[src/img_xfer_cfg.svh]
// constants for the image window transfer engine
`ifndef IMG_XFER_CFG_SVH
`define IMG_XFER_CFG_SVH

// opcode word: command in the high byte, flags in the low byte
`define IWT_OPC_MSB 15
`define IWT_OPC_LSB 8
`define IWT_OP_WRITE 8'h0A
`define IWT_OP_READ 8'h0B
`define IWT_OF_BIT 0
`define IWT_DF_BIT 1
`define IWT_BK_BIT 2
`define IWT_IX_MSB 4
`define IWT_IX_LSB 3
`define IWT_IX_NONE 2'h0
`define IWT_IX_ONE 2'h1
`define IWT_IX_TWO 2'h2

// operand flag word bits
`define IWT_SCN_BIT 7
`define IWT_WIN_BIT 6
`define IWT_SP_BIT 5

// operand order: scan, left, top, right, bottom, start x, start y
`define IWT_OPND_SCAN 3'h0
`define IWT_OPND_LEFT 3'h1
`define IWT_OPND_TOP 3'h2
`define IWT_OPND_RIGHT 3'h3
`define IWT_OPND_BOTTOM 3'h4
`define IWT_OPND_SX 3'h5
`define IWT_OPND_SY 3'h6
`define IWT_OPND_DONE 3'h7

// reset values and readback format
`define IWT_SCAN_RST 3'h0
`define IWT_COORD_RST 10'h000
`define IWT_RD_FORCE 16'hF000

// readback buffer shape
`define IWT_FIFO_WIDTH 16
`define IWT_FIFO_DEPTH 32

`endif

[src/img_xfer_pkg.sv]
// types shared by the image window transfer engine
package img_xfer_pkg;

    typedef logic [9:0] coord_t;

    typedef struct packed {
        coord_t x;
        coord_t y;
    } point_t;

    typedef enum logic [8:0] {
        ST_IDLE = 9'h001,
        ST_FLAGS = 9'h002,
        ST_OPER = 9'h004,
        ST_SETUP = 9'h008,
        ST_LEN = 9'h010,
        ST_WR_DATA = 9'h020,
        ST_RD_ISSUE = 9'h040,
        ST_RD_WAIT = 9'h080,
        ST_RD_PUSH = 9'h100
    } state_t;

endpackage

[src/fifo_if.sv]
// valid/ready carrier between the engine and its readback buffer
`timescale 1ns/1ps
`default_nettype none
interface fifo_if #(
    parameter int WIDTH = 16
);
    logic pushValid;
    logic pushReady;
    logic [WIDTH-1:0] pushData;
    logic popValid;
    logic popReady;
    logic [WIDTH-1:0] popData;

    modport user (
        output pushValid, pushData, popReady,
        input pushReady, popValid, popData
    );
    modport store (
        input pushValid, pushData, popReady,
        output pushReady, popValid, popData
    );
endinterface
`default_nettype wire

[src/word_fifo.sv]
// flip-flop fifo with valid/ready on both sides
`timescale 1ns/1ps
`default_nettype none
module word_fifo #(
    parameter int WIDTH = 16,
    parameter int DEPTH = 32
) (
    // clock and reset
    input wire logic sys_clk,
    input wire logic rstn,
    // both sides of the buffer
    fifo_if.store f
);
    localparam int AW = $clog2(DEPTH);

    logic [WIDTH-1:0] mem [DEPTH];
    logic [AW-1:0] wrIdx_r;
    logic [AW-1:0] rdIdx_r;
    logic [AW:0] count_r;
    logic doPush;
    logic doPop;

    // full and empty come straight from the occupancy count
    assign f.pushReady = (count_r != (AW+1)'(DEPTH));
    assign f.popValid = (count_r != '0);
    assign f.popData = mem[rdIdx_r];
    assign doPush = f.pushValid && f.pushReady;
    assign doPop = f.popValid && f.popReady;

    // storage has no reset; only the indices and the occupancy count are reset
    always_ff @(posedge sys_clk) begin
        if (doPush) begin
            mem[wrIdx_r] <= f.pushData;
        end
    end

    // write index wraps at the depth, which need not be a power of two
    always_ff @(posedge sys_clk or negedge rstn) begin
        if (!rstn) begin
            wrIdx_r <= '0;
        end else if (doPush) begin
            wrIdx_r <= (wrIdx_r == AW'(DEPTH-1)) ? '0 : AW'(wrIdx_r + 1'b1);
        end
    end

    // read index
    always_ff @(posedge sys_clk or negedge rstn) begin
        if (!rstn) begin
            rdIdx_r <= '0;
        end else if (doPop) begin
            rdIdx_r <= (rdIdx_r == AW'(DEPTH-1)) ? '0 : AW'(rdIdx_r + 1'b1);
        end
    end

    // occupancy
    always_ff @(posedge sys_clk or negedge rstn) begin
        if (!rstn) begin
            count_r <= '0;
        end else if (doPush && !doPop) begin
            count_r <= (AW+1)'(count_r + 1'b1);
        end else if (doPop && !doPush) begin
            count_r <= (AW+1)'(count_r - 1'b1);
        end
    end

    chk_fifo_count_up: assert property (@(posedge sys_clk) disable iff (!rstn)
        (doPush && !doPop) |=> count_r == (AW+1)'($past(count_r) + 1'b1))
        else $error("fifo count did not rise on push");

    chk_fifo_full_holds: assert property (@(posedge sys_clk) disable iff (!rstn)
        (!f.pushReady && !doPop) |=> !f.pushReady)
        else $error("fifo left full without a pop");
endmodule
`default_nettype wire

[src/image_window_transfer.sv]
// image write/read engine walking a window of refresh memory
//
// Behaviour
// - after write, point sits at word N+1
// - exact fill returns point to start pixel
// - excess words keep wrapping over window
// - eight scan modes pick directions and corner
// - scan operand taken as value 0 to 7
// - read: instruction first, then host pulls words
// - read without length word returns nothing
// - read instruction alone pushes no data
// - read returns up to 32767 window pixels
// - first word from start point, window corner or current point
// - primary edge: wrap, step secondary once
// - secondary edge wraps to opposite edge
// - write inhibit ignored; color flag forces foreground
// - readback ignores plane mask, all planes
// - twelve planes; absent planes read anything
// - readback upper four bits forced to one
// - index select governs offsets, window, start
// - index one displaces window and start
// - index two displaces window and start
// - window but no start point: corner chosen by scan
// - odd byte count dropped to even
// - after read, point sits at word N+1
`timescale 1ns/1ps
`default_nettype none
`include "img_xfer_cfg.svh"
module image_window_transfer (
    // clock and reset
    input wire logic sys_clk,
    input wire logic rstn,
    // instruction and write-data words from the host
    input wire logic cmdValid,
    input wire logic [15:0] cmdWord,
    output logic cmdReady,
    // readback words to the host
    output logic hostRdValid,
    output logic [15:0] hostRdData,
    input wire logic hostRdReady,
    // drawing state held outside this block
    input wire logic [11:0] subchannel,
    input wire logic [11:0] foreground,
    input wire logic [9:0] index1X,
    input wire logic [9:0] index1Y,
    input wire logic [9:0] index2X,
    input wire logic [9:0] index2Y,
    // refresh memory port
    output logic [9:0] memAddrX,
    output logic [9:0] memAddrY,
    output logic memWe,
    output logic [11:0] memWdata,
    output logic [11:0] memWmask,
    output logic memRd,
    input wire logic memRdValid,
    input wire logic [11:0] memRdData,
    // status
    output logic busy,
    output logic [9:0] copX,
    output logic [9:0] copY
);
    img_xfer_pkg::state_t state_r;
    img_xfer_pkg::state_t state_nxt;
    img_xfer_pkg::point_t cop_r;
    img_xfer_pkg::point_t start_r;
    img_xfer_pkg::coord_t winL_r;
    img_xfer_pkg::coord_t winT_r;
    img_xfer_pkg::coord_t winR_r;
    img_xfer_pkg::coord_t winB_r;
    logic [2:0] scan_r;
    logic [2:0] opIdx_r;
    logic [2:0] opIdx_nxt;
    logic [2:0] en_r;
    logic read_r;
    logic df_r;
    logic bk_r;
    logic [1:0] ix_r;
    logic [14:0] wordsLeft_r;
    logic cmdReady_r;
    logic memWe_r;
    logic memRd_r;
    logic [9:0] memAddrX_r;
    logic [9:0] memAddrY_r;
    logic [11:0] memWdata_r;
    logic [11:0] memWmask_r;
    logic pushValid_r;
    logic [15:0] pushData_r;
    logic hostRdValid_r;
    logic [15:0] hostRdData_r;
    logic busy_r;
    logic take;
    logic [7:0] opcode;
    img_xfer_pkg::coord_t offX;
    img_xfer_pkg::coord_t offY;

    fifo_if #(.WIDTH(`IWT_FIFO_WIDTH)) rdq ();

    word_fifo #(
        .WIDTH(`IWT_FIFO_WIDTH),
        .DEPTH(`IWT_FIFO_DEPTH)
    ) u_rdq (
        .sys_clk(sys_clk),
        .rstn(rstn),
        .f(rdq.store)
    );

    // one step along an axis: {wrapped, next}; wraps at the far edge
    function automatic logic [10:0] axisStep(img_xfer_pkg::coord_t pos,
            logic neg, img_xfer_pkg::coord_t lo, img_xfer_pkg::coord_t hi);
        if (pos == (neg ? lo : hi)) begin
            axisStep = {1'b1, (neg ? hi : lo)};
        end else if (neg) begin
            axisStep = {1'b0, 10'(pos - 10'h001)};
        end else begin
            axisStep = {1'b0, 10'(pos + 10'h001)};
        end
    endfunction

    // mode bit 2 transposes; the low bits mirror x and y
    function automatic logic [1:0] scanNeg(logic [2:0] m);
        scanNeg = m[2] ? {m[1], m[0]} : {m[0], m[1]};
    endfunction

    // next pixel in scan order, wrapping inside the window
    function automatic img_xfer_pkg::point_t stepPoint(
            img_xfer_pkg::point_t p, logic [2:0] m,
            img_xfer_pkg::coord_t l, img_xfer_pkg::coord_t t,
            img_xfer_pkg::coord_t r, img_xfer_pkg::coord_t b);
        logic [1:0] neg;
        logic [10:0] sx;
        logic [10:0] sy;
        neg = scanNeg(m);
        sx = axisStep(p.x, neg[1], l, r);
        sy = axisStep(p.y, neg[0], t, b);
        stepPoint = p;
        if (!m[2]) begin
            stepPoint.x = sx[9:0];
            if (sx[10]) begin
                stepPoint.y = sy[9:0];
            end
        end else begin
            stepPoint.y = sy[9:0];
            if (sy[10]) begin
                stepPoint.x = sx[9:0];
            end
        end
    endfunction

    // starting corner implied by the scan mode
    function automatic img_xfer_pkg::point_t corner(logic [2:0] m,
            img_xfer_pkg::coord_t l, img_xfer_pkg::coord_t t,
            img_xfer_pkg::coord_t r, img_xfer_pkg::coord_t b);
        logic [1:0] neg;
        neg = scanNeg(m);
        corner.x = neg[1] ? r : l;
        corner.y = neg[0] ? b : t;
    endfunction

    // first operand slot at or after 'from' that the flags enable
    function automatic logic [2:0] nextOpnd(logic [2:0] from, logic [2:0] en);
        logic hit;
        logic [1:0] g;
        hit = 1'b0;
        nextOpnd = `IWT_OPND_DONE;
        for (int i = 0; i < 7; i++) begin
            g = (i == 0) ? 2'h0 : ((i < 5) ? 2'h1 : 2'h2);
            if (!hit && 3'(i) >= from && en[g]) begin
                hit = 1'b1;
                nextOpnd = 3'(i);
            end
        end
    endfunction

    assign take = cmdValid && cmdReady_r;
    assign opcode = cmdWord[`IWT_OPC_MSB:`IWT_OPC_LSB];
    assign opIdx_nxt = nextOpnd(3'(opIdx_r + 3'h1), en_r);

    // displacement picked by the index select of this instruction
    always_comb begin
        offX = `IWT_COORD_RST;
        offY = `IWT_COORD_RST;
        if (ix_r == `IWT_IX_ONE) begin
            offX = index1X;
            offY = index1Y;
        end else if (ix_r == `IWT_IX_TWO) begin
            offX = index2X;
            offY = index2Y;
        end
    end

    // instruction sequencing
    always_comb begin
        state_nxt = state_r;
        unique case (state_r)
            img_xfer_pkg::ST_IDLE: begin
                if (take && (opcode == `IWT_OP_WRITE ||
                        opcode == `IWT_OP_READ)) begin
                    state_nxt = cmdWord[`IWT_OF_BIT] ?
                        img_xfer_pkg::ST_FLAGS : img_xfer_pkg::ST_SETUP;
                end
            end
            img_xfer_pkg::ST_FLAGS: begin
                if (take) begin
                    state_nxt = (nextOpnd(3'h0, {cmdWord[`IWT_SP_BIT],
                        cmdWord[`IWT_WIN_BIT], cmdWord[`IWT_SCN_BIT]})
                        == `IWT_OPND_DONE) ?
                        img_xfer_pkg::ST_SETUP : img_xfer_pkg::ST_OPER;
                end
            end
            img_xfer_pkg::ST_OPER: begin
                if (take && opIdx_nxt == `IWT_OPND_DONE) begin
                    state_nxt = img_xfer_pkg::ST_SETUP;
                end
            end
            img_xfer_pkg::ST_SETUP: begin
                // no length word means no data phase at all
                state_nxt = df_r ? img_xfer_pkg::ST_LEN :
                    img_xfer_pkg::ST_IDLE;
            end
            img_xfer_pkg::ST_LEN: begin
                if (take) begin
                    if (cmdWord[15:1] == 15'h0000) begin
                        state_nxt = img_xfer_pkg::ST_IDLE;
                    end else begin
                        state_nxt = read_r ? img_xfer_pkg::ST_RD_ISSUE :
                            img_xfer_pkg::ST_WR_DATA;
                    end
                end
            end
            img_xfer_pkg::ST_WR_DATA: begin
                if (take && wordsLeft_r == 15'h0001) begin
                    state_nxt = img_xfer_pkg::ST_IDLE;
                end
            end
            img_xfer_pkg::ST_RD_ISSUE: begin
                // only fetch while the buffer has room
                if (rdq.pushReady) begin
                    state_nxt = img_xfer_pkg::ST_RD_WAIT;
                end
            end
            img_xfer_pkg::ST_RD_WAIT: begin
                if (memRdValid) begin
                    state_nxt = img_xfer_pkg::ST_RD_PUSH;
                end
            end
            img_xfer_pkg::ST_RD_PUSH: begin
                if (rdq.pushReady) begin
                    state_nxt = (wordsLeft_r == 15'h0001) ?
                        img_xfer_pkg::ST_IDLE : img_xfer_pkg::ST_RD_ISSUE;
                end
            end
            default: begin
                state_nxt = img_xfer_pkg::ST_IDLE;
            end
        endcase
    end

    // state, host ready and busy follow the next state
    always_ff @(posedge sys_clk or negedge rstn) begin
        if (!rstn) begin
            state_r <= img_xfer_pkg::ST_IDLE;
            cmdReady_r <= 1'b0;
            busy_r <= 1'b0;
        end else begin
            state_r <= state_nxt;
            cmdReady_r <= (state_nxt == img_xfer_pkg::ST_IDLE) ||
                (state_nxt == img_xfer_pkg::ST_FLAGS) ||
                (state_nxt == img_xfer_pkg::ST_OPER) ||
                (state_nxt == img_xfer_pkg::ST_LEN) ||
                (state_nxt == img_xfer_pkg::ST_WR_DATA);
            busy_r <= (state_nxt != img_xfer_pkg::ST_IDLE);
        end
    end

    // opcode flags and operand bookkeeping
    always_ff @(posedge sys_clk or negedge rstn) begin
        if (!rstn) begin
            read_r <= 1'b0;
            df_r <= 1'b0;
            bk_r <= 1'b0;
            ix_r <= `IWT_IX_NONE;
            en_r <= 3'h0;
            opIdx_r <= `IWT_OPND_DONE;
        end else if (take && state_r == img_xfer_pkg::ST_IDLE) begin
            read_r <= (opcode == `IWT_OP_READ);
            df_r <= cmdWord[`IWT_DF_BIT];
            bk_r <= cmdWord[`IWT_BK_BIT];
            ix_r <= cmdWord[`IWT_IX_MSB:`IWT_IX_LSB];
            en_r <= 3'h0;
        end else if (take && state_r == img_xfer_pkg::ST_FLAGS) begin
            en_r <= {cmdWord[`IWT_SP_BIT], cmdWord[`IWT_WIN_BIT],
                cmdWord[`IWT_SCN_BIT]};
            opIdx_r <= nextOpnd(3'h0, {cmdWord[`IWT_SP_BIT],
                cmdWord[`IWT_WIN_BIT], cmdWord[`IWT_SCN_BIT]});
        end else if (take && state_r == img_xfer_pkg::ST_OPER) begin
            opIdx_r <= opIdx_nxt;
        end
    end

    // scan, window and start operands; window and start are displaced
    always_ff @(posedge sys_clk or negedge rstn) begin
        if (!rstn) begin
            scan_r <= `IWT_SCAN_RST;
            winL_r <= `IWT_COORD_RST;
            winT_r <= `IWT_COORD_RST;
            winR_r <= `IWT_COORD_RST;
            winB_r <= `IWT_COORD_RST;
            start_r <= '0;
        end else if (take && state_r == img_xfer_pkg::ST_OPER) begin
            unique case (opIdx_r)
                `IWT_OPND_SCAN: scan_r <= cmdWord[2:0];
                `IWT_OPND_LEFT: winL_r <= 10'(cmdWord[9:0] + offX);
                `IWT_OPND_TOP: winT_r <= 10'(cmdWord[9:0] + offY);
                `IWT_OPND_RIGHT: winR_r <= 10'(cmdWord[9:0] + offX);
                `IWT_OPND_BOTTOM: winB_r <= 10'(cmdWord[9:0] + offY);
                `IWT_OPND_SX: start_r.x <= 10'(cmdWord[9:0] + offX);
                `IWT_OPND_SY: start_r.y <= 10'(cmdWord[9:0] + offY);
                default: begin
                end
            endcase
        end
    end

    // current point: set at setup when a start or window is given, stepped per pixel
    always_ff @(posedge sys_clk or negedge rstn) begin
        if (!rstn) begin
            cop_r <= '0;
        end else if (state_r == img_xfer_pkg::ST_SETUP) begin
            if (en_r[2]) begin
                cop_r <= start_r;
            end else if (en_r[1]) begin
                cop_r <= corner(scan_r, winL_r, winT_r, winR_r,
                    winB_r);
            end
        end else if ((take && state_r == img_xfer_pkg::ST_WR_DATA) ||
                (state_r == img_xfer_pkg::ST_RD_ISSUE && rdq.pushReady)) begin
            // stepping after every pixel leaves the point on word N+1,
            // which is the start pixel again after an exact fill
            cop_r <= stepPoint(cop_r, scan_r, winL_r, winT_r, winR_r,
                winB_r);
        end
    end

    // remaining words; odd byte counts lose their last byte
    always_ff @(posedge sys_clk or negedge rstn) begin
        if (!rstn) begin
            wordsLeft_r <= 15'h0000;
        end else if (take && state_r == img_xfer_pkg::ST_LEN) begin
            wordsLeft_r <= cmdWord[15:1];
        end else if ((take && state_r == img_xfer_pkg::ST_WR_DATA) ||
                (state_r == img_xfer_pkg::ST_RD_PUSH && rdq.pushReady)) begin
            wordsLeft_r <= 15'(wordsLeft_r - 15'h0001);
        end
    end

    // memory strobes; write inhibit has no path here by design
    always_ff @(posedge sys_clk or negedge rstn) begin
        if (!rstn) begin
            memWe_r <= 1'b0;
            memRd_r <= 1'b0;
            memAddrX_r <= `IWT_COORD_RST;
            memAddrY_r <= `IWT_COORD_RST;
            memWdata_r <= 12'h000;
            memWmask_r <= 12'h000;
        end else begin
            memWe_r <= take && state_r == img_xfer_pkg::ST_WR_DATA;
            memRd_r <= state_r == img_xfer_pkg::ST_RD_ISSUE &&
                rdq.pushReady;
            if ((take && state_r == img_xfer_pkg::ST_WR_DATA) ||
                    state_r == img_xfer_pkg::ST_RD_ISSUE) begin
                memAddrX_r <= cop_r.x;
                memAddrY_r <= cop_r.y;
                memWdata_r <= bk_r ? foreground : cmdWord[11:0];
                memWmask_r <= subchannel;
            end
        end
    end

    // readback word: all twelve planes, top nibble forced high
    always_ff @(posedge sys_clk or negedge rstn) begin
        if (!rstn) begin
            pushValid_r <= 1'b0;
            pushData_r <= 16'h0000;
        end else if (state_r == img_xfer_pkg::ST_RD_WAIT && memRdValid) begin
            pushValid_r <= 1'b1;
            pushData_r <= `IWT_RD_FORCE | {4'h0, memRdData};
        end else if (rdq.pushReady) begin
            pushValid_r <= 1'b0;
        end
    end

    assign rdq.pushValid = pushValid_r;
    assign rdq.pushData = pushData_r;
    // output stage refills whenever empty or drained by the host
    assign rdq.popReady = !hostRdValid_r || hostRdReady;

    // registered host readback stage
    always_ff @(posedge sys_clk or negedge rstn) begin
        if (!rstn) begin
            hostRdValid_r <= 1'b0;
            hostRdData_r <= 16'h0000;
        end else if (!hostRdValid_r || hostRdReady) begin
            hostRdValid_r <= rdq.popValid;
            hostRdData_r <= rdq.popData;
        end
    end

    assign cmdReady = cmdReady_r;
    assign hostRdValid = hostRdValid_r;
    assign hostRdData = hostRdData_r;
    assign memAddrX = memAddrX_r;
    assign memAddrY = memAddrY_r;
    assign memWe = memWe_r;
    assign memWdata = memWdata_r;
    assign memWmask = memWmask_r;
    assign memRd = memRd_r;
    assign busy = busy_r;
    assign copX = cop_r.x;
    assign copY = cop_r.y;

    chk_readback_ones: assert property (@(posedge sys_clk) disable iff (!rstn)
        pushValid_r |-> pushData_r[15:12] == 4'hF)
        else $error("readback upper bits not all one");

    chk_write_step: assert property (@(posedge sys_clk) disable iff (!rstn)
        memWe_r |-> cop_r == stepPoint({memAddrX_r, memAddrY_r}, scan_r,
            winL_r, winT_r, winR_r, winB_r))
        else $error("point not one step past written pixel");

    chk_read_step: assert property (@(posedge sys_clk) disable iff (!rstn)
        memRd_r |-> cop_r == stepPoint({memAddrX_r, memAddrY_r}, scan_r,
            winL_r, winT_r, winR_r, winB_r))
        else $error("point not one step past read pixel");

    chk_color_force: assert property (@(posedge sys_clk) disable iff (!rstn)
        (memWe_r && bk_r) |-> memWdata_r == $past(foreground))
        else $error("foreground not forced with color flag");

    chk_idle_quiet: assert property (@(posedge sys_clk) disable iff (!rstn)
        (state_r == img_xfer_pkg::ST_IDLE && $past(state_r) ==
            img_xfer_pkg::ST_IDLE) |-> !memRd_r && !pushValid_r)
        else $error("readback activity while idle");

    chk_odd_length: assert property (@(posedge sys_clk) disable iff (!rstn)
        (take && state_r == img_xfer_pkg::ST_LEN) |=>
            wordsLeft_r == $past(cmdWord[15:1]))
        else $error("word count not half the even byte count");

    chk_corner_start: assert property (@(posedge sys_clk) disable iff (!rstn)
        (state_r == img_xfer_pkg::ST_SETUP && !en_r[2] && en_r[1]) |=>
            cop_r == corner(scan_r, winL_r, winT_r, winR_r, winB_r))
        else $error("start pixel not at scan corner");

    chk_read_turnaround: assert property (@(posedge sys_clk) disable iff (!rstn)
        memRd_r |-> !memWe_r ##1 (state_r == img_xfer_pkg::ST_RD_WAIT))
        else $error("read strobe outside read phase");
endmodule
`default_nettype wire

[config.mk]
export PLATFORM = sky130hd
export DESIGN_NAME = image_window_transfer
export DESIGN_NICKNAME = d
export VERILOG_FILES = /design/src/img_xfer_pkg.sv /design/src/fifo_if.sv /design/src/word_fifo.sv /design/src/image_window_transfer.sv
export VERILOG_INCLUDE_DIRS = /design/src
export SDC_FILE = /design/constraint.sdc
export NUM_CORES = 1
export LEC_CHECK = 0
export ABC_AREA = 1
export BUFFER_PORTS_ARGS = -buffer_cell sky130_fd_sc_hd__buf_2
export CAP_MARGIN = 10
export CELL_PAD_IN_SITES_DETAIL_PLACEMENT = 0
export CELL_PAD_IN_SITES_GLOBAL_PLACEMENT = 2
export CORE_MARGIN = 3
export CORE_UTILIZATION = 39
export CTS_CLUSTER_DIAMETER = 60
export DETAILED_ROUTE_END_ITERATION = 8
export PLACE_DENSITY_LB_ADDON = 0.1
export SKIP_CTS_REPAIR_TIMING = 1
export SYNTH_ARGS = -nofsm -noshare
export SYNTH_HDL_FRONTEND = slang
export SYNTH_SLANG_ARGS = --single-unit
[constraint.sdc]
create_clock -name sys_clk -period 3.14 [get_ports sys_clk]
set_clock_uncertainty 0.05 [all_clocks]
set_input_delay 0.314 -clock sys_clk [delete_from_list [all_inputs] [get_ports sys_clk]]
set_output_delay 0.314 -clock sys_clk [all_outputs]
set_load 0.01 [all_outputs]
=== After elaboration in Yosys (flattened, before gate mapping) ===
Memories as Yosys holds them, arrays and structs flattened. A register that Yosys moved wholly into a read port is not among the register bits.
Cells that the tools add are included.
Widths: inputs -> output; s select.

* Divide/modulo/power cells: 0
* Bitwise operators: 1
* Reduce and logical (&&, ||, !) cells: 92
* $lt $le $gt $ge: 7
* Multiplexer cells: 117
* Equal/unequal tests: 35
* $mul: 0
* $add $sub $neg: 12
* Shifts and indexed selects: 0

{| class="wikitable"
|+ Operator list
! cell !! number
|-
| $mux 10 || 12
|-
| $mux 20 || 5
|-
| $pmux 9 s9 || 1
|-
| $mux 3 || 26
|-
| $mux 9 || 8
|-
| $mux 11 || 6
|-
| $mux 1 || 45
|-
| $logic_and 1x1->1 || 41
|-
| $mux 15 || 2
|-
| $logic_not 1->1 || 22
|-
| $mux 7 || 3
|-
| $add 10x1->10 const B || 2
|-
| $add 10x10->10 || 2
|-
| $eq 10x10->1 || 2
|-
| $sub 10x1->10 const B || 2
|-
| $eq 9x1->1 const B || 2
|-
| $eq 9x2->1 const B || 2
|-
| $eq 9x3->1 const B || 2
|-
| $eq 9x5->1 const B || 2
|-
| $eq 9x6->1 const B || 2
|-
| $eq 8x4->1 const B || 2
|-
| $reduce_and 2->1 || 8
|-
| $eq 15x1->1 const B || 1
|-
| $eq 3x3->1 const B || 5
|-
| 34 further kinds || 59
|}

* Bits in registers: 197
* Bits in latches: 0
* Memories kept: 1
* Output and inout port bits: 85
* Word-level logic and storage cells: 296
* Bits in writable memories: 512
* Bits in read-only memories: 0
* Input bits: 97

{| class="wikitable"
|+ Memories
! memory !! depth !! width !! rd ports !! clocked after Yosys merged registers in !! wr ports !! line !! source
|-
| u_rdq.mem || 32 || 16 || 1 || 1 || 1 || word_fifo.sv:16 || <nowiki>logic [WIDTH-1:0] mem [DEPTH];</nowiki>
|}

=== Logic depth before layout (Yosys ltp) ===
Gate-level depths: netlist of run 1.

* Depth after elaboration: 42
* Depth in mapped cells: 18
* Gate-level depth less buffers: 17

=== Cells and area by module ===
A second synthesis of run 1 with hierarchy kept.

* Cells, all modules: 3524
* Area, all modules: 34040.1 sq um

{| class="wikitable"
|+ By module, submodules not included
! module !! sequential area each (sq um) !! cells each !! instances !! area each (sq um)
|-
| word_fifo || 15775.1 || 1898 || 1 || 21959.8
|-
| image_window_transfer || 4934.7 || 1626 || 1 || 12080.3
|}

=== Least setup slack after synthesis of run 1 ===
Ideal clock, no wire load.

* Path kind: register -> register
* Start: reg u_rdq.count_r[0]
* End: reg u_rdq.count_r[5]
* Setup slack: 0.258 ns
* Setup time: 0.121 ns
* Path buffers: 1
* Data arrival time: 2.710 ns
* Stages on the path, launching flop included: 19
* Required time: 2.969 ns
* Clock period less this slack: 2.882 ns
* Cells stage by stage: dfrtp_1 > nor2_1 > nand4_1 > nand2_1 > inv_1 > clkbuf_1 > ha_1 > inv_1 > ha_1 > nand2_1 > nand2_1 > a31oi_1 > nor2_1 > nor2_1 > o21bai_1 > a21oi_1 > o21ai_0 > nand2_1 > nand2_1

* Longest elaborated chain between the ends: 5
* Elaborated cells on any way between the ends: 13
* Those cells by class: 2 x add/sub; 1 x eq/ne; 2 x mux; 8 x reduce/logical

{| class="wikitable"
|+ Ends and longest elaborated chain
! what !! line !! source
|-
| start, declared || word_fifo.sv:19 || <nowiki>logic [AW:0] count_r;</nowiki>
|-
| start signal, assigned || word_fifo.sv:60 || <nowiki>count_r <= (AW+1)'(count_r + 1'b1);</nowiki>
|-
| start signal, assigned || word_fifo.sv:62 || <nowiki>count_r <= (AW+1)'(count_r - 1'b1);</nowiki>
|-
| $ne 6x6->1 (*) || word_fifo.sv:24 || <nowiki>assign f.pushReady = (count_r != (AW+1)'(DEPTH));</nowiki>
|-
| $logic_and 1x1->1 (*) || word_fifo.sv:27 || <nowiki>assign doPush = f.pushValid && f.pushReady;</nowiki>
|-
| net u_rdq.doPush || word_fifo.sv:20 || <nowiki>logic doPush;</nowiki>
|-
| $logic_not 1->1 || word_fifo.sv:61 || <nowiki>end else if (doPop && !doPush) begin</nowiki>
|-
| $logic_and 1x1->1 || word_fifo.sv:61 ||
|-
| $reduce_bool 2->1 (no line) || - ||
|}

Mark *: on every way through the listed nets, which the timed path passes. The rest lies on a longest branch. The select of a mux whose other input is x is not followed.
A chain may end at the register's enable or synchronous reset.

=== Worst setup path after layout of run 1 ===
* Start: reg u_rdq.count_r[0]
* End: reg u_rdq.count_r[5]

* Longest elaborated chain between the ends: 5
* Elaborated cells on any way between the ends: 13
* Those cells by class: 2 x add/sub; 1 x eq/ne; 2 x mux; 8 x reduce/logical

{| class="wikitable"
|+ Ends and longest elaborated chain
! what
|-
| branches (longest 5 deep; another with $sub 6x1->6)
|}

Parallel ways; which one is timed is not known. The select of a mux whose other input is x is not followed.

==> metrics, run 1 <==
run status complete, no violations; Critical Path End u_rdq.count_r[5]; GRT Util Overall 22.6%; cell area power density 739 mW/mm²; Seq/Total Area, Yosys approximately 61%; RSZ-0062 raised after global routing false; final wirelength 89100 µm; EDFF count, synth 416; CTS max path bufs 3; WP data required ~3.6 ns; Worst IR Drop VDD 0.684 mV; Reg clk slew, reported paths 0.05 ns; Die X 280 µm; Final Wtd Congestion 0.853; Mapped Cells about 3000; Wirelength per Cell ~21 µm; endpoints failing setup 0; Setup crit start kind flop; synth-to-layout area growth 17.6%; IO Pins between 150 and 200; Rel. slew slack 17.4%; synth warn 0; capturing point of the worst reg2reg path u_rdq.count_r[5]; synth cell count leaders nand2_1 (525), o21ai_0 (459), edfxtp_1 (416), nor2_1 (379), dfrtp_1 (206); H-tree Lvls 3; Initial Utilization 39.7%; CP endpoint kind flop; vias in the first global route roughly 23000; final setup margin 0.354 ns; critical path peak fanout 4; CP Buf/Inv Count 2; Root Driver clkbuf_16; Hold Vio Cnt, Final 0; most frequent cell after synthesis nand2_1; IO Port Bufs 181; # DRC 0; arrival time at the worst endpoint 3.21 ns; core area 0.0736 mm²; row count just under 100; CP max stage delay about 0.43 ns; CTS buffer count between 70 and 80; DP HPWL 58700 µm; r2r setup slk 0.35 ns; Yosys reg bits 626; worst slew pin tran 1.24 ns; CTS tree done; Main synth FF type edfxtp_1; number of clock sinks around 630; Levels on crit path 17; Post-Syn Area 0.0292 mm²; setup TNS 0 ns; number of fill cells around 7000; post-synthesis cell type count 51; DRT iter0 DRCs 1381; Max Cap Violations 0; vias 22549; Vias/cell about 5.3; crit-path leading delay family simple AND/OR/NAND/NOR gates; later-pin clock latency in the skew report between 0.6 and 0.7 ns; fin crit share 88.7%; R2R depth 17; min Tclk post-route 2.79 ns; LEAKAGE 0.0137 µW; die height 280 µm; largest net degree at the start of global routing 111; grt ovf 0; Max Slew Vio Count 0; Synth Net Count 3139; post-route ant nets 0; die area 0.0783 mm²; Ant. Diodes 0; Final Net Count 3381; CP Class flop to flop; Crit-path slowest cell dfrtp_1; Synth Area per Inst 9.80 µm²; post-synth top area share a little over two fifths; drt first pass iters 5; RR Startpoint u_rdq.count_r[0]; Achievable Freq 359 MHz; Crit. Startpoint u_rdq.count_r[0]; type of the tightest min-delay check input pin to flop; initial antenna violation count 0; post-synthesis async set-or-reset flop share 33.5%; first-pass GRT wire length 136000 µm; CP cell instances nor2_1, nand4_1, nand2_1, inv_1, ha_1, inv_1, ha_1, nand2_1, nand2_1, a31oi_1, nor2_1, nor2_1, o21bai_1, a21oi_1, o21ai_0, nand2_1, nand2_1; fraction of layout cells with a size suffix above 1 13.6%; area leader, netlist edfxtp_1; Synth area leaders edfxtp_1 (43%), dfrtp_1 (18%), o21ai_0 (7.9%), nand2_1 (6.7%), nor2_1 (4.9%); Critical Path Most Common Cell nand2_1; dpl ws 0.293 ns
==> kinds of logic (layout without fill, tap and decap cells) <==
group,after synthesis,after routing,share of synthesized area [%]
muxes,20,20,0.741
DFF,626,626,60.7
xor gates and xnor gates,40,40,1.20
AOI/OAI and AO/OA,717,717,13.1
buffers and inverters,348,650,4.71
and+or+nand+nor,1173,1173,16.8
adders and majority gates,59,59,2.65
==> power by group <==
group          switching [µW]  internal, µW  total [µW]  leakage [µW]
combinational            5260          2260        7520       0.00645
sequential                270          9070        9340       0.00605
clock                    3510          5010        8520       0.00117
==> worst min-delay path by stage <==
stage	to	cells after the start	from
finish	memWdata[1]	3	foreground[1]
global placement	memAddrX[3]	1	rstn
detailed placement	memAddrX[3]	1	rstn
global route	read_r	3	cmdWord[8]
CTS	memAddrX[3]	1	rstn
floorplan	bk_r	0	rstn
==> worst register-to-register path: stages (launching register included) <==
cell and delay, ns:
dfrtp_1 0.43, nor2_1 0.16, nand4_1 0.16, nand2_1 0.15, inv_1 0.08, ha_1 0.17, inv_1 0.15, ha_1 0.29
nand2_1 0.08, nand2_1 0.05, a31oi_1 0.21, nor2_1 0.09, nor2_1 0.10, o21bai_1 0.09, a21oi_1 0.17, o21ai_0 0.11
nand2_1 0.06, nand2_1 0.04
==> per-stage QoR <==
step                hold WS, ns  utilization, %  instances  total power, µW  area, µm²
floorplan               -0.0316               -       2983            14200      29200
global route             0.0221            46.7       4244            26900      34400
detailed placement        0.292            43.0       4074            17100      31600
CTS                      -0.347            46.3       4212            25700      34000
finish                 0.000199            46.7       4244            25400      34400
global placement          0.291            43.0       4074            17000      31600
==> sequential cells by signal, summed over array words and instances (netlist names), 12 cells and up <==
name and flops:
wordsLeft_r 15, hostRdData 13, start_r 20, memWdata 12, u_rdq.mem 416, memWmask 12
pushData_r 13
==> placed cells by master, fill, tap and decap left out, drive strengths merged, types with 2 or more instances in the layout <==
cell / count
a211oi: 11
a21o: 3
a21oi: 100
a31oi: 6
and2: 2
buf: 280
bufinv: 4
clkbuf: 105
clkinv: 23
clkinvlp: 5
dfrtp: 206
dfstp: 4
dlygate4sd3: 32
edfxtp: 416
fa: 5
ha: 54
inv: 201
mux2: 13
mux2i: 7
nand2: 538
nand3: 182
nand3b: 4
nand4: 29
nor2: 383
nor3: 29
nor4: 2
o211ai: 8
o21ai: 465
o21bai: 6
o22ai: 108
o311ai: 2
o31ai: 4
or2: 4
xnor2: 10
xor2: 30
==> per-layer routing <==
metal	up-vias	GRT usage, %	wire [µm]
met5	-	0	0
met4	0	9.58	3750
met3	178	2.55	3050
met2	514	41.0	45800
met1	11016	27.2	36500
li1	10841	-	-
==> cell type report <==
| class | count | area, µm² | share of cell area, % |
|---|---|---|---|
| flip-flops and latches | 626 | 17800 | 51.7 |
| inverters | 200 | 753 | 2.19 |
| repair buffers | 312 | 2090 | 6.09 |
| clock inverters | 33 | 335 | 0.976 |
| well taps | 959 | 1200 | 3.49 |
| multi-input cells | 2009 | 10100 | 29.5 |
| clock buffers | 105 | 2080 | 6.06 |
Power figures use the tool's default switching activity.
==> inputs of run 2 (changes only) <==
- CORE_ASPECT_RATIO: unset -> 1.5
==> run 2 against run 1 <==
  * Cell count grew 0.57%
  * Largest power group unchanged
  * Sequential cell count did not move
  * The flow now finishes with violations (negative hold slack)
  * Largest cell class unchanged
  * Critical path type unchanged
  * First-iteration DRC count increased by 9.8%
  * Non-clock buffer count increased by 9
  * Total power is 1.6% lower
==> metrics, run 2 (synthesis gave the netlist of run 1 again) <==
CP Buf/Inv Count 1 (was 2); DP HPWL 63600 µm (was 58700 µm); CP Class flop to flop (unchanged); LEAKAGE 0.0136 µW (was 0.0137 µW); cell area power density 729 mW/mm² (was 739 mW/mm²); Max Cap Violations 0 (unchanged); Crit. Startpoint u_rdq.count_r[1] (was u_rdq.count_r[0]); CTS tree done (unchanged); GRT Util Overall 23.3% (was 22.6%); Final Wtd Congestion 0.871 (was 0.853); number of clock sinks 626 (unchanged); Max Slew Vio Count 0 (unchanged); die area 0.0783 mm² (about the same); setup TNS 0 ns (unchanged); Die X 230 µm (was 280 µm); H-tree Lvls 3 (unchanged); core area 0.0740 mm² (was 0.0736 mm²); CP endpoint kind flop (unchanged); Levels on crit path 16 (was 17); Achievable Freq 352 MHz (was 359 MHz); biggest regs u_rdq.mem (416), start_r (20), wordsLeft_r (15) (unchanged); IO Port Bufs 181 (unchanged); min Tclk post-route 2.84 ns (was 2.79 ns); r2r setup slk 0.30 ns (was 0.35 ns); drt first pass iters 5 (unchanged); CP max stage delay 0.42 ns (was 0.43 ns); R2R depth 16 (was 17); final wirelength 91900 µm (was 89100 µm); Pwr Total 25000 µW (was 25400 µW); WP data required 3.58 ns (was 3.57 ns); CTS buffer count 66 (was 76); post-route ant nets 0 (unchanged); die height 341 µm (was 280 µm); initial antenna violation count 1 (was 0); fraction of layout cells with a size suffix above 1 13.5% (was 13.6%); Initial Utilization 39.5% (was 39.7%); Setup crit start kind flop (unchanged); final hold slack -0.0176 ns (was 0.000199 ns); Crit-path slowest cell dfrtp_1 (unchanged); IO Pins 182 (unchanged); largest net degree at the start of global routing 107 (was 111); later-pin clock latency in the skew report 0.61 ns (about the same); failing checks negative hold slack; RSZ-0062 raised after global routing false (unchanged); Worst IR Drop VDD 0.393 mV (was 0.684 mV); CP cell instances nor2_1, nand4_1, nand2_2, ha_1, inv_2, ha_1, nand2_1, nand2_1, a31oi_1, nor2_1, nor2_1, o21bai_1, a21oi_1, o21ai_0, nand2_1, nand2_1 (was nor2_1, nand4_1, nand2_1, inv_1, ha_1, inv_1, ha_1, nand2_1, nand2_1, a31oi_1, nor2_1, nor2_1, o21bai_1, a21oi_1, o21ai_0, nand2_1, nand2_1); row count 122 (was 99); Critical Path End u_rdq.count_r[5] (unchanged); Rel. slew slack 22.4% (was 17.4%); Top reg by flops u_rdq.mem (unchanged); commonest non-fill, non-tap cell in the layout nand2_1 (unchanged); Hold Vio Cnt, Final 3 (was 0); capturing point of the worst reg2reg path u_rdq.count_r[5] (unchanged); vias 22519 (was 22549); run status finished, violations left (was complete, no violations); worst slew pin tran 1.16 ns (was 1.24 ns); grt ovf 0 (unchanged); Vias/cell 5.28 (was 5.31); RR Startpoint u_rdq.count_r[1] (was u_rdq.count_r[0]); fin crit share 90.6% (was 88.7%); first-pass GRT wire length 138000 µm (was 136000 µm); type of the tightest min-delay check input pin to flop (unchanged); synth-to-layout area growth 17.2% (was 17.6%); most frequent cells in the layout nand2_1 (524), o21ai_0 (459), edfxtp_1 (416) (was nand2_1 (525), o21ai_0 (459), edfxtp_1 (416)); vias in the first global route 22702 (was 22752); Reg clk slew, reported paths 0.06 ns (was 0.05 ns); CTS max path bufs 3 (unchanged); Wirelength per Cell 21.5 µm (was 21.0 µm); crit-path leading delay family simple AND/OR/NAND/NOR gates (unchanged); arrival time at the worst endpoint 3.29 ns (was 3.21 ns); # DRC 0 (unchanged); Critical Path Most Common Cell nand2_1 (unchanged); DRT iter0 DRCs 1517 (was 1381); critical path peak fanout 8 (was 4); Root Driver clkbuf_16 (unchanged); Final Net Count 3380 (was 3381); endpoints failing setup 0 (unchanged); number of flip-flops under the largest register name 416 (unchanged)
## run 2: stage by stage
stage	utilization (%)	hold WS [ns]	worst slack [ns]	std cells	area [µm²]
2_1_floorplan	-	-0.0316	0.258	2983	29200
3_3_place_gp	42.8	0.356	0.237	4111	31700
3_5_place_dp	42.8	0.357	0.183	4111	31700
4_1_cts	45.7	-0.309	0.169	4230	33800
5_1_grt	46.2	0.00102	0.0336	4268	34200
6_report	46.2	-0.0176	0.295	4268	34200
## run 2: worst min-delay path by stage
stage / start / endpoint / slack (ns) / cells after the start
6_report: foreground[0] / memWdata[0] / -0.02 / 3
2_1_floorplan: rstn / bk_r / -0.03 / 0
4_1_cts: rstn / start_r[7] / -0.31 / 1
3_3_place_gp: rstn / start_r[7] / 0.36 / 1
3_5_place_dp: rstn / start_r[7] / 0.36 / 1
5_1_grt: foreground[10] / memWdata[10] / 0.001 / 3
## run 2: area by class of cell
type	instances	area, µm²
diodes	1	2.50
clock buffers	82	1830
clock inverters	37	313
fillers	7092	39800
inverters	200	753
multi-input cells	2009	10100
flip-flops and latches	626	17800
well taps	992	1240
repair buffers	321	2210
## run 2: power by group
group	total [µW]	switching, µW	internal [µW]
Clock	7790	3300	4490
Combinational	7790	5460	2330
Sequential	9380	318	9060
## run 2: tightest hold or removal path, stage by stage
cell,delay (ns)
buf_2,0.08
mux2i_1,0.05
o21ai_0,0.15
## run 2: metal layers
| layer | routed length (µm) | GRT usage [%] |
|---|---|---|
| met5 | 0 | 0 |
| met4 | 3250 | 8.46 |
| met3 | 3380 | 2.80 |
| met2 | 51200 | 45.8 |
| met1 | 34100 | 25.2 |
==> inputs of run 3 (changes only) <==
- RECOVER_POWER: unset -> 50
==> run 3 against run 2 <==
  * The run ends with negative hold slack, max-capacitance violations, max-slew violations left
  * Total power hardly changed
  * Cell count stayed put
  * Combinational power hardly changed
  * Design area is 0.62% lower
  * Critical path depth stayed put
  * Register-to-register slack hardly changed
  * Maximum frequency is 0.30% lower
==> metrics, run 3 (synthesis gave the netlist of run 1 again) <==
run status finished, violations left (unchanged); failing checks negative hold slack, max-capacitance violations, max-slew violations (was negative hold slack); Placed Area 0.0317 mm² (unchanged); fin crit share 90.9% (was 90.6%); die height 341 µm (unchanged); Root Driver clkbuf_16 (unchanged); setup TNS 0 ns (unchanged); core area 0.0740 mm² (unchanged); most frequent cells in the layout nand2_1 (524), o21ai_0 (459), edfxtp_1 (416) (unchanged); Initial Utilization 39.5% (unchanged); final wirelength 92100 µm (was 91900 µm); Setup crit start kind flop (unchanged); GRT Util Overall 23.3% (unchanged); DP HPWL 63600 µm (unchanged); final hold slack -0.0187 ns (was -0.0176 ns); CP Class flop to flop (unchanged); grt ovf 0 (unchanged); number of clock sinks 626 (unchanged); Reg power frac 37.7% (was 37.6%); arrival time at the worst endpoint 3.30 ns (was 3.29 ns); Worst IR Drop VDD 0.391 mV (was 0.393 mV); number of flip-flops under the largest register name 416 (unchanged); Reg clk slew, reported paths 0.06 ns (about the same); DRT iter0 DRCs 1441 (was 1517); clock power share 31.3% (was 31.2%); WP data required 3.58 ns (about the same); vias 22562 (was 22519); Die X 230 µm (unchanged); min Tclk post-route 2.85 ns (was 2.84 ns); CTS buffer count 66 (unchanged); number of fill cells 7145 (was 7092); drt first pass iters 5 (unchanged); Achievable Freq 350 MHz (was 352 MHz); CTS max path bufs 3 (unchanged); row count 122 (unchanged); type of the tightest min-delay check input pin to flop (unchanged); Rel. slew slack -25.6% (was 22.4%); worst slew pin tran 1.88 ns (was 1.16 ns); Vias/cell 5.29 (was 5.28); first-pass GRT wire length 138000 µm (unchanged); biggest regs u_rdq.mem (416), start_r (20), wordsLeft_r (15) (unchanged); commonest non-fill, non-tap cell in the layout nand2_1 (unchanged); RSZ-0062 raised after global routing false (unchanged); IO Pins 182 (unchanged); Top reg by flops u_rdq.mem (unchanged); post-route ant nets 0 (unchanged); initial antenna violation count 1 (unchanged); H-tree Lvls 3 (unchanged); CP endpoint kind flop (unchanged); Final Wtd Congestion 0.871 (unchanged); synth-to-layout area growth 16.4% (was 17.2%); Max Cap Violations 9 (was 0); # DRC 0 (unchanged); Final Instance Area 0.0340 mm² (was 0.0342 mm²); Final Net Count 3380 (unchanged); fraction of layout cells with a size suffix above 1 11.1% (was 13.5%); Pint 15800 µW (was 15900 µW); cell area power density 733 mW/mm² (was 729 mW/mm²); largest net degree at the start of global routing 107 (unchanged); sw frac 36.5% (was 36.4%); logic gate share of total power 31.1% (was 31.2%); P_sw 9100 µW (was 9080 µW); Max Slew Vio Count 292 (was 0); Hold Vio Cnt, Final 3 (unchanged); IO Port Bufs 181 (unchanged); Wirelength per Cell 21.6 µm (was 21.5 µm); vias in the first global route 22702 (unchanged); LEAKAGE 0.0132 µW (was 0.0136 µW); critical path peak fanout 8 (unchanged); CTS tree done (unchanged); later-pin clock latency in the skew report 0.62 ns (was 0.61 ns); endpoints failing setup 0 (unchanged); die area 0.0783 mm² (unchanged)
[run 3: cell count changes in the layout (fill, tap and decap cells not counted)]
cell      previous run  this run
buf_12               9         6
buf_4               94        84
clkbuf_2             0         2
buf_16               2         0
buf_2              180       115
clkbuf_1             8        86
[run 3: power groups by stage]
stage	clock (µW)	sequential, µW	combinational (µW)
after global routing	8310	9420	8610
final	7800	9390	7760
after floorplan	0	9490	4700
after CTS	8000	9400	7900
after detailed placement	0	9560	7870
after global placement	0	9550	7790
[run 3: cell type report]
class                           instances  area, µm²  share of cell area (%)
Antenna cell                            1       2.50                 0.00736
Clock buffer                           82       1830                    5.38
Clock inverter                         37        313                   0.919
Inverter                              200        753                    2.21
Multi-Input combinational cell       2009      10100                    29.8
Sequential cell                       626      17800                    52.2
Tap cell                              992       1240                    3.65
Timing Repair Buffer                  321       1990                    5.86
[run 3: worst paths after layout]
check / depth (start not counted) / slack [ns] / endpoint / from
setup / recovery: 16 / 0.29 / u_rdq.count_r[5] / u_rdq.count_r[1]
hold / removal: 3 / -0.02 / memWdata[0] / foreground[0]
setup reg to reg: 16 / 0.29 / u_rdq.count_r[5] / u_rdq.count_r[1]
hold reg to reg: 1 / 0.42 / pushData_r[12] / pushData_r[12]
max in group asynchronous: 3 / 0.73 / hostRdData[14] / rstn
min in group asynchronous: 2 / 0.23 / memAddrY[1] / rstn
[run 3: metal layers]
layer	wire, µm	GRT usage, %	vias to the layer above
li1	-	-	10829
met1	34200	25.2	11044
met2	51300	45.8	533
met3	3310	2.80	156
met4	3330	8.46	0
met5	0	0	-
[run 3: through the flow]
step           worst slack, ns  std cells  utilization [%]  total power, µW
2_1_floorplan            0.258       2983                -            14200
3_3_place_gp             0.237       4111             42.8            17300
3_5_place_dp             0.183       4111             42.8            17400
4_1_cts                  0.169       4230             45.7            25300
5_1_grt                 0.0336       4268             46.0            26300
6_report                 0.287       4268             46.0            24900
[run 3: critical path, stage by stage (launching register included)]
cell and delay, ns:
dfrtp_1 0.43, nor2_1 0.21, nand4_1 0.25, nand2_2 0.22
ha_1 0.18, inv_2 0.09, ha_1 0.35, nand2_1 0.08
nand2_1 0.05, a31oi_1 0.19, nor2_1 0.09, nor2_1 0.09
o21bai_1 0.10, a21oi_1 0.16, o21ai_0 0.10, nand2_1 0.06
nand2_1 0.04
